**src/rtl/insn_exec_pkg.sv**
```systemverilog
package insn_exec_pkg;

	// datapath widths
	localparam int DATA_W     = 8;
	localparam int FILE_AW    = 7;
	localparam int FILE_DEPTH = 128;
	localparam int OPC_W      = 14;
	localparam int PC_WIDTH   = 13;
	localparam int APB_AW     = 12;

	// instruction cycle timing at a 5 ns core clock
	localparam int CLK_PERIOD_NS        = 5;
	localparam int INSN_CYCLE_NS        = 20;
	localparam int INSN_CYCLE_CLKS_DFLT = (INSN_CYCLE_NS + CLK_PERIOD_NS - 1) / CLK_PERIOD_NS;
	localparam logic [1:0] CYCLES_RET = 2'h2;
	localparam logic [1:0] CYCLES_ONE = 2'h1;

	// register byte offsets
	localparam logic [APB_AW-1:0] ADDR_INSN      = 12'h000;
	localparam logic [APB_AW-1:0] ADDR_STATUS    = 12'h004;
	localparam logic [APB_AW-1:0] ADDR_ACC       = 12'h008;
	localparam logic [APB_AW-1:0] ADDR_PC        = 12'h00C;
	localparam logic [APB_AW-1:0] ADDR_FILE_ADDR = 12'h010;
	localparam logic [APB_AW-1:0] ADDR_FILE_DATA = 12'h014;

	// status register bit positions
	localparam int ST_BUSY  = 0;
	localparam int ST_SLEEP = 1;
	localparam int ST_CARRY = 2;
	localparam int ST_DCARRY = 3;
	localparam int ST_ZERO   = 4;
	localparam int ST_TO     = 5;
	localparam int ST_PDOWN  = 6;

	// reset values
	localparam logic RST_TIME_OUT   = 1'b1;
	localparam logic RST_POWER_DOWN = 1'b1;
	localparam logic RST_FLAG       = 1'b0;

	// opcode encodings and fields
	localparam logic [OPC_W-1:0] OPC_RETURN = 14'h0008;
	localparam logic [OPC_W-1:0] OPC_SLEEP  = 14'h0063;
	localparam logic [3:0]       OPC_LITRET_HI4 = 4'hD;
	localparam logic [4:0]       OPC_SUBLIT_HI5 = 5'h1E;
	localparam logic [5:0]       OPC_ROTL_HI6   = 6'h0D;
	localparam logic [5:0]       OPC_ROTR_HI6   = 6'h0C;
	localparam int               DEST_BIT       = 7;

	typedef enum logic [3:0] {
		S_IDLE  = 4'b0001,
		S_READ  = 4'b0010,
		S_EXEC  = 4'b0100,
		S_SLEEP = 4'b1000
	} exec_state_t;

endpackage : insn_exec_pkg

```
**src/rtl/file_mem_if.sv**
```systemverilog
`timescale 1ns/10ps
`default_nettype none
interface file_mem_if #(
	parameter int AW = 7,
	parameter int DW = 8
);
	logic          en;
	logic          we;
	logic [AW-1:0] addr;
	logic [DW-1:0] wdata;
	logic [DW-1:0] rdata;

	modport requester (output en, output we, output addr, output wdata, input rdata);
	modport memory    (input en, input we, input addr, input wdata, output rdata);
endinterface : file_mem_if
`default_nettype wire

```
**src/rtl/file_regfile.sv**
```systemverilog
`timescale 1ns/10ps
`default_nettype none
module file_regfile #(
	parameter int DEPTH = 128,
	parameter int AW    = 7,
	parameter int DW    = 8
) (
	input  wire logic    clk,
	input  wire logic    rst_n,
	file_mem_if.memory   port
);
	if (DEPTH < 1 || DEPTH > (1 << AW)) begin : g_bad_depth
		$error("file_regfile: depth does not fit the address width");
	end

	logic [DW-1:0] cells [DEPTH];

	// storage has no reset, so software must preload before relying on contents
	always_ff @(posedge clk) begin
		if (port.en && port.we) begin
			cells[port.addr] <= port.wdata;
		end
	end

	// read data registered, valid the cycle after the request
	always_ff @(posedge clk or negedge rst_n) begin
		if (!rst_n) begin
			port.rdata <= '0;
		end else if (port.en && !port.we) begin
			port.rdata <= cells[port.addr];
		end
	end
endmodule : file_regfile
`default_nettype wire

```
**src/rtl/cpu_insn_exec_subset.sv**
```systemverilog
`timescale 1ns/10ps
`default_nettype none
module cpu_insn_exec_subset
	import insn_exec_pkg::*;
#(
	parameter int PC_W            = PC_WIDTH,
	parameter int INSN_CYCLE_CLKS = INSN_CYCLE_CLKS_DFLT
) (
	input  wire logic              pclk,
	input  wire logic              presetn,
	input  wire logic              psel,
	input  wire logic              penable,
	input  wire logic              pwrite,
	input  wire logic [APB_AW-1:0] paddr,
	input  wire logic [31:0]       pwdata,
	output logic                   pready,
	output logic [31:0]            prdata,
	output logic                   pslverr,
	input  wire logic [PC_W-1:0]   stack_top_entry,
	output logic                   stack_pop,
	output logic [PC_W-1:0]        program_counter,
	output logic [DATA_W-1:0]      accumulator,
	output logic                   watchdog_clear,
	output logic                   cpu_halted,
	output logic                   osc_stop,
	input  wire logic              wake_request
);
	if (INSN_CYCLE_CLKS < 1 || INSN_CYCLE_CLKS > 256 || PC_W < 1 || PC_W > 32) begin : g_bad_param
		$error("cpu_insn_exec_subset: unsupported parameter value");
	end

	typedef struct packed {
		exec_state_t        st;
		logic [OPC_W-1:0]   opcode;
		logic [DATA_W-1:0]  operand;
		logic [DATA_W-1:0]  acc;
		logic               carry;
		logic               digit_carry_flag;
		logic               zero;
		logic               time_out_flag;
		logic               power_down_flag;
		logic [PC_W-1:0]    pc;
		logic [7:0]         div;
		logic [1:0]         ticks;
		logic [FILE_AW-1:0] faddr;
		logic [1:0]         rd_pend;
		logic [31:0]        rdata;
		logic               pop;
		logic               wdt_clr;
		logic               wake_s0;
		logic               wake_s1;
	} core_state_t;

	localparam core_state_t STATE_RST = '{st: S_IDLE, time_out_flag: RST_TIME_OUT,
		power_down_flag: RST_POWER_DOWN, carry: RST_FLAG, digit_carry_flag: RST_FLAG,
		zero: RST_FLAG, default: '0};

	core_state_t s;
	core_state_t next_s;

	file_mem_if #(.AW(FILE_AW), .DW(DATA_W)) mif ();

	file_regfile #(.DEPTH(FILE_DEPTH), .AW(FILE_AW), .DW(DATA_W)) u_regfile (
		.clk   (pclk),
		.rst_n (presetn),
		.port  (mif.memory)
	);

	// opcode decode: op_is_rot serves the start path, the assigns below serve the execute path
	function automatic logic op_is_rot(input logic [OPC_W-1:0] op);
		op_is_rot = (op[OPC_W-1 -: 6] == OPC_ROTL_HI6) || (op[OPC_W-1 -: 6] == OPC_ROTR_HI6);
	endfunction : op_is_rot

	logic                 op_litret;
	logic                 op_return;
	logic                 op_rotl;
	logic                 op_rotr;
	logic                 op_sub;
	logic                 op_sleep;
	logic                 dest_file;
	logic [DATA_W-1:0]    lit;
	logic [DATA_W:0]      sub_full;
	logic [4:0]           sub_nib;
	logic [1:0]           needed;
	logic                 tick;
	logic                 commit;
	logic                 busy;
	logic                 access;
	logic                 mapped;
	logic [31:0]          read_mux;
	logic [DATA_W-1:0]    rot_res;

	assign op_litret = s.opcode[OPC_W-1 -: 4] == OPC_LITRET_HI4;
	assign op_return = s.opcode == OPC_RETURN;
	assign op_rotl   = s.opcode[OPC_W-1 -: 6] == OPC_ROTL_HI6;
	assign op_rotr   = s.opcode[OPC_W-1 -: 6] == OPC_ROTR_HI6;
	assign op_sub    = s.opcode[OPC_W-1 -: 5] == OPC_SUBLIT_HI5;
	assign op_sleep  = s.opcode == OPC_SLEEP;
	assign dest_file = s.opcode[DEST_BIT];
	assign lit       = s.opcode[DATA_W-1:0];

	// borrow-free sense: add the inverted accumulator plus one
	assign sub_full = {1'b0, lit} + {1'b0, ~s.acc} + 9'h001;
	assign sub_nib  = {1'b0, lit[3:0]} + {1'b0, ~s.acc[3:0]} + 5'h01;

	// nine-bit rotate through carry
	assign rot_res = op_rotl ? {s.operand[DATA_W-2:0], s.carry} : {s.carry, s.operand[DATA_W-1:1]};

	// both returns take two instruction cycles, the rest one
	assign needed = (op_litret || op_return) ? CYCLES_RET : CYCLES_ONE;
	assign tick   = s.div == 8'(INSN_CYCLE_CLKS - 1);
	assign commit = (s.st == S_EXEC) && tick && (s.ticks == 2'(needed - 2'h1));
	assign busy   = (s.st == S_READ) || (s.st == S_EXEC);
	assign access = psel && penable;

	// address decode and register read view
	always_comb begin
		read_mux = 32'h0;
		mapped   = 1'b1;
		if (paddr == ADDR_STATUS) begin
			read_mux[ST_BUSY]  = busy;
			read_mux[ST_SLEEP] = s.st == S_SLEEP;
			read_mux[ST_CARRY] = s.carry;
			read_mux[ST_DCARRY] = s.digit_carry_flag;
			read_mux[ST_ZERO]  = s.zero;
			read_mux[ST_TO]    = s.time_out_flag;
			read_mux[ST_PDOWN] = s.power_down_flag;
		end else if (paddr == ADDR_ACC) begin
			read_mux = 32'(s.acc);
		end else if (paddr == ADDR_PC) begin
			read_mux = 32'(s.pc);
		end else if (paddr == ADDR_FILE_ADDR) begin
			read_mux = 32'(s.faddr);
		end else if (paddr != ADDR_INSN && paddr != ADDR_FILE_DATA) begin
			mapped = 1'b0;
		end
	end

	// writes and file reads wait while an instruction runs; other reads never wait
	always_comb begin
		if (pwrite) begin
			pready = !busy;
		end else if (paddr == ADDR_FILE_DATA) begin
			pready = s.rd_pend == 2'h2;
		end else begin
			pready = 1'b1;
		end
	end

	assign pslverr = access && pready && !mapped;
	assign prdata  = s.rdata;

	// next-state logic: bus side first, execution last so it wins on the memory port
	always_comb begin
		next_s         = s;
		next_s.pop     = 1'b0;
		next_s.wdt_clr = 1'b0;
		next_s.wake_s0 = wake_request;
		next_s.wake_s1 = s.wake_s0;
		mif.en         = 1'b0;
		mif.we         = 1'b0;
		mif.addr       = s.faddr;
		mif.wdata      = pwdata[DATA_W-1:0];

		// snapshot plain reads in the setup cycle so prdata comes from a flop
		if (psel && !penable && !pwrite) begin
			next_s.rdata = read_mux;
		end
		if (access && !pwrite && paddr == ADDR_FILE_DATA) begin
			unique case (s.rd_pend)
				2'h0: if (!busy) begin
					mif.en         = 1'b1;
					next_s.rd_pend = 2'h1;
				end
				2'h1: begin
					next_s.rdata   = 32'(mif.rdata);
					next_s.rd_pend = 2'h2;
				end
				default: next_s.rd_pend = 2'h0;
			endcase
		end
		if (access && pwrite && !busy) begin
			if (paddr == ADDR_INSN && s.st == S_IDLE) begin
				// instruction writes during sleep are dropped
				next_s.opcode = pwdata[OPC_W-1:0];
				next_s.div    = 8'h00;
				next_s.ticks  = 2'h0;
				if (op_is_rot(pwdata[OPC_W-1:0])) begin
					mif.en    = 1'b1;
					mif.addr  = pwdata[FILE_AW-1:0];
					next_s.st = S_READ;
				end else begin
					next_s.st = S_EXEC;
				end
			end else if (paddr == ADDR_STATUS) begin
				next_s.carry            = pwdata[ST_CARRY];
				next_s.digit_carry_flag = pwdata[ST_DCARRY];
				next_s.zero             = pwdata[ST_ZERO];
			end else if (paddr == ADDR_ACC) begin
				next_s.acc = pwdata[DATA_W-1:0];
			end else if (paddr == ADDR_FILE_ADDR) begin
				next_s.faddr = pwdata[FILE_AW-1:0];
			end else if (paddr == ADDR_FILE_DATA) begin
				mif.en = 1'b1;
				mif.we = 1'b1;
			end
		end

		unique case (s.st)
			S_IDLE: begin
			end
			S_READ: begin
				next_s.operand = mif.rdata;
				next_s.st      = S_EXEC;
			end
			S_EXEC: begin
				next_s.div = tick ? 8'h00 : s.div + 8'h01;
				if (tick) begin
					next_s.ticks = s.ticks + 2'h1;
				end
				if (commit) begin
					next_s.st = S_IDLE;
					next_s.pc = s.pc + 1'b1;
					if (op_litret || op_return) begin
						next_s.pc  = stack_top_entry;
						next_s.pop = 1'b1;
						if (op_litret) begin
							next_s.acc = lit;
						end
					end else if (op_rotl || op_rotr) begin
						next_s.carry = op_rotl ? s.operand[DATA_W-1] : s.operand[0];
						if (dest_file) begin
							mif.en    = 1'b1;
							mif.we    = 1'b1;
							mif.addr  = s.opcode[FILE_AW-1:0];
							mif.wdata = rot_res;
						end else begin
							next_s.acc = rot_res;
						end
					end else if (op_sub) begin
						next_s.acc              = sub_full[DATA_W-1:0];
						next_s.carry            = sub_full[DATA_W];
						next_s.digit_carry_flag = sub_nib[4];
						next_s.zero             = sub_full[DATA_W-1:0] == 8'h00;
					end else if (op_sleep) begin
						next_s.power_down_flag = 1'b0;
						next_s.time_out_flag   = 1'b1;
						next_s.wdt_clr         = 1'b1;
						next_s.st              = S_SLEEP;
					end
				end
			end
			S_SLEEP: if (s.wake_s1) begin
				next_s.st = S_IDLE;
			end
		endcase
	end

	always_ff @(posedge pclk or negedge presetn) begin
		if (!presetn) begin
			s <= STATE_RST;
		end else begin
			s <= next_s;
		end
	end

	assign stack_pop       = s.pop;
	assign program_counter = s.pc;
	assign accumulator     = s.acc;
	assign watchdog_clear  = s.wdt_clr;
	// core and oscillator both held for the whole sleep
	assign cpu_halted      = s.st == S_SLEEP;
	assign osc_stop        = s.st == S_SLEEP;

	// cycles spent in the execute state, read only by the checks below
	logic [9:0] exec_cnt;
	always_ff @(posedge pclk or negedge presetn) begin
		if (!presetn) begin
			exec_cnt <= 10'h000;
		end else begin
			exec_cnt <= (s.st == S_EXEC) ? exec_cnt + 10'h001 : 10'h000;
		end
	end
endmodule : cpu_insn_exec_subset
`default_nettype wire

```
**config.mk**
```make
export PLATFORM = sky130hd
export DESIGN_NAME = cpu_insn_exec_subset
export DESIGN_NICKNAME = d
export VERILOG_FILES = /design/src/rtl/insn_exec_pkg.sv /design/src/rtl/file_mem_if.sv /design/src/rtl/file_regfile.sv /design/src/rtl/cpu_insn_exec_subset.sv
export SDC_FILE = /design/constraint.sdc
export NUM_CORES = 1
export LEC_CHECK = 0
export BUFFER_PORTS_ARGS = -buffer_cell sky130_fd_sc_hd__clkbuf_2
export CAP_MARGIN = 0
export CORE_ASPECT_RATIO = 0.8
export CORE_MARGIN = 2
export CORE_UTILIZATION = 35
export DETAILED_ROUTE_END_ITERATION = 12
export SYNTH_ARGS = -nofsm -noshare
export SYNTH_HDL_FRONTEND = slang
export SYNTH_SLANG_ARGS = --single-unit
export TNS_END_PERCENT = 20
```
**constraint.sdc**
```tcl
create_clock -name pclk -period 11.15 [get_ports pclk]
set_input_delay 1.115 -clock pclk [delete_from_list [all_inputs] [get_ports pclk]]
set_output_delay 1.115 -clock pclk [all_outputs]
set_load 0.05 [all_outputs]
```
==> impl_metrics.yaml <==
logic_synthesis:
  synthesis.area_um2: 45700
  syn_area_per_cell_um2: 14.5
  synth_top_cell_area_share: 0.673
  ys_warn_count: 0
  yosysUniqueCellTypes: 72
  synth_fp_nets: 3229
  ys_seq_area_frac: 0.735
  yosys.area.top_type: "edfxtp_1"
  syn-instance-count: 3155
  synth_seq_cells: 1138
  synth_edf_count: 1024
  ys.flop_type: "edfxtp_1"
  ys_top_cells_by_area: "edfxtp_1 67%, dfrtp_1 6.1%, mux2i_1 3.2%"
  synthArstFlopShare: 0.100
flow_run:
  maxCapViolCount: 1
route:
  drtAntennaViolNets: 0
  viasPerCell: 5.56
  routed_wl_um: 126000
  routed-via-count: 27900
  wl_per_cell_um: 25.1
  drc_errors: 0
  first_pass_iters: 6
  drt_iter0_markers: 3158
place:
  dpl.hpwl_um: 75200
  gp_routability_congestion: 0.856
  place_ws_ns: 3.85
  dpl_cell_area_um2: 48000
  portBuffers: 103
critical_path:
  cp_slowest_stage_delay_ns: 0.81
  endpoint_kind: "flip-flop"
  r2r_cells: 13
  r2r_start: "s[104]"
  critPathMaxFanout: 44
  crit_top_cell: "buf_4"
  critPathCapture: "u_regfile.port.rdata[5]"
  cpMaxStageDelayCell: "a31o_4"
  arrival_ns: 7.31
  timing.rr.end: "u_regfile.port.rdata[5]"
  reg2reg_slack_ns: 4.58
  crit_start: "paddr[3]"
  path_class: "in -> reg"
  startpoint_type: "input pin"
  required_ns: 11.75
  path_cells: "clkbuf_2 -> or3b_2 -> or3_1 -> o31ai_1 -> a31o_4 -> buf_4 -> buf_4 -> mux2i_1 -> o22ai_1 -> nor4_1 -> or4_1 -> o41ai_1 -> a2111oi_0 -> a21oi_1"
layout:
  final_area_um2: 51400
  multi_input_area_um2: 11000
  drive_gt1_frac: 0.123
  n_antenna_cell: 0
  nNetsFinal: 3277
  n_fill_cell: 12000
  final_cell_mix: "1024 x edfxtp_1, 376 x nand2_1, 180 x nor2_1, 180 x a21oi_1, 145 x mux2i_1"
  layout-area-overhead-vs-synth_pct: 12.6
  seq_area_um2: 33600
  layout_commonest_cell: "edfxtp_1"
timing:
  worst_slew_pin_slew_ns: 1.49
  min_period_ns: 6.71
  final-setup-viol-count: 0
  slew_headroom: 0.00158
  rsz0062_at_grt: "no"
  report.final.slew_viol_count: 0
  setup_slack_ns: 4.44
  finalHoldViolations: 0
  finalClockSkew_ns: 0.0616
  min_period_over_period: 0.601
  fmax_mhz: 149
  setup_tns_ns: 0
outcome:
  violations: "max-capacitance violations"
  status: "finished, violations left"
global_route:
  antenna_found_initial: 2
  grtUsageTotal: 0.185
  first_global_vias: 26400
  grt_max_degree: 134
  gr-total-overflow: 0
  grt_first_pass_wirelength_um: 185000
clock_network:
  cts_tree: "built"
  cts_num_sinks: 1138
  cts_resized: 0
  worstSkewPairLatency_ns: 0.74
  cts-root-buf: "clkbuf_16"
  ctsHoldBuffers: 0
  cts-htree-levels: 3
  numCtsBuffers: 106
  clockBufferDepth: 3
  post_cts_buffers: 0
  path_clk_slew_ns: 0.06
die:
  rows: 118
  die_w_um: 408
  initial_core_util: 0.353
  die_y_um: 327
  die_area_um2: 133000
  core_area_um2: 129000
  io_pins: 122
power_and_ir_drop:
  vdd_ir_drop_max_v: 0.000130
  p_leak_nw: 17.8
  total_power_mw: 8.40
  power.density_nw_per_um2: 163
min_path:
  min_path_type: "reg -> reg"
  hp-start: "next_s[0]"
## area by class of cell
class	instances	share of cell area
Clock buffer	135	0.0549
Clock inverter	59	0.0120
Tap cell	1740	0.0423
Sequential cell	1138	0.653
Inverter	18	0.00131
Timing Repair Buffer	178	0.0215
Multi-Input combinational cell	1761	0.215
## critical path, delay by kind of cell
family,cells,cell delay (ns)
AO/OA/AOI/OAI,6,2.49
buffers and inverters,3,1.62
multiplexers,1,0.26
AND/OR/NAND/NOR,4,1.68
## stage by stage
stage | cells | hold WS, ns | util
floorplan | 3155 | 0.331 | -
global placement | 4835 | 0.341 | 0.371
detailed placement | 4835 | 0.342 | 0.371
CTS | 5029 | 0.355 | 0.397
global route | 5029 | 0.358 | 0.397
finish | 5029 | 0.351 | 0.397
## logic make-up after synthesis
logic type / count (synthesis) / share of synthesized area
mux: 179 / 0.0401
fa+ha+maj: 11 / 0.00318
flops: 1138 / 0.735
xor+xnor: 10 / 0.00192
compound gates: 676 / 0.101
simple gates: 885 / 0.0897
buf+inv: 256 / 0.0282
## flip-flops by register name, summed over array words and instances, names as in the netlist
| signal | count |
|---|---|
| u_regfile.cells | 1024 |
| s | 42 |
| prdata | 32 |
| program_counter | 13 |
| accumulator | 8 |
| u_regfile.port.rdata | 8 |
| lit | 7 |
| dest_file | 1 |
| next_s | 1 |
| stack_pop | 1 |
| watchdog_clear | 1 |
## how the worst min path moves through the flow
stage,cells past startpoint,end
6_report,0,s[0]
5_1_grt,0,s[0]
4_1_cts,0,s[0]
3_5_place_dp,0,s[0]
3_3_place_gp,0,s[0]
2_1_floorplan,0,s[0]
## synthesized netlist by cell type (all sizes together), types with 8 or more instances
cell type,count
a222oi,19
nand3,67
and2,23
nor2,188
edfxtp,1024
ha,10
nand4,16
buf,141
a221oi,95
o21ai,76
dfrtp,112
clkbuf,97
a21o,9
or4,8
mux2,34
a21oi,183
a22o,40
a22oi,81
nor3,30
and3,57
mux2i,145
o31ai,13
inv,18
nand2,377
o22ai,74
nor2b,13
a211oi,22
or3,11
nor4,65
a31oi,17
a221o,12
## per-layer routing
layer  wire (um)  GRT usage  up-vias
met5          13          0        -
met4        2660     0.0430        2
met3       12000     0.0484      190
met2       55600      0.272     1230
met1       56200      0.274    14200
li1            -          -    12300
## power by group
group | switching (mW) | internal (mW)
combinational | 0.0962 | 0.0163
sequential | 0.000631 | 4.65
clock | 1.62 | 2.02
total | 1.72 | 6.69
No activity file was read; power rests on OpenSTA's default activity.
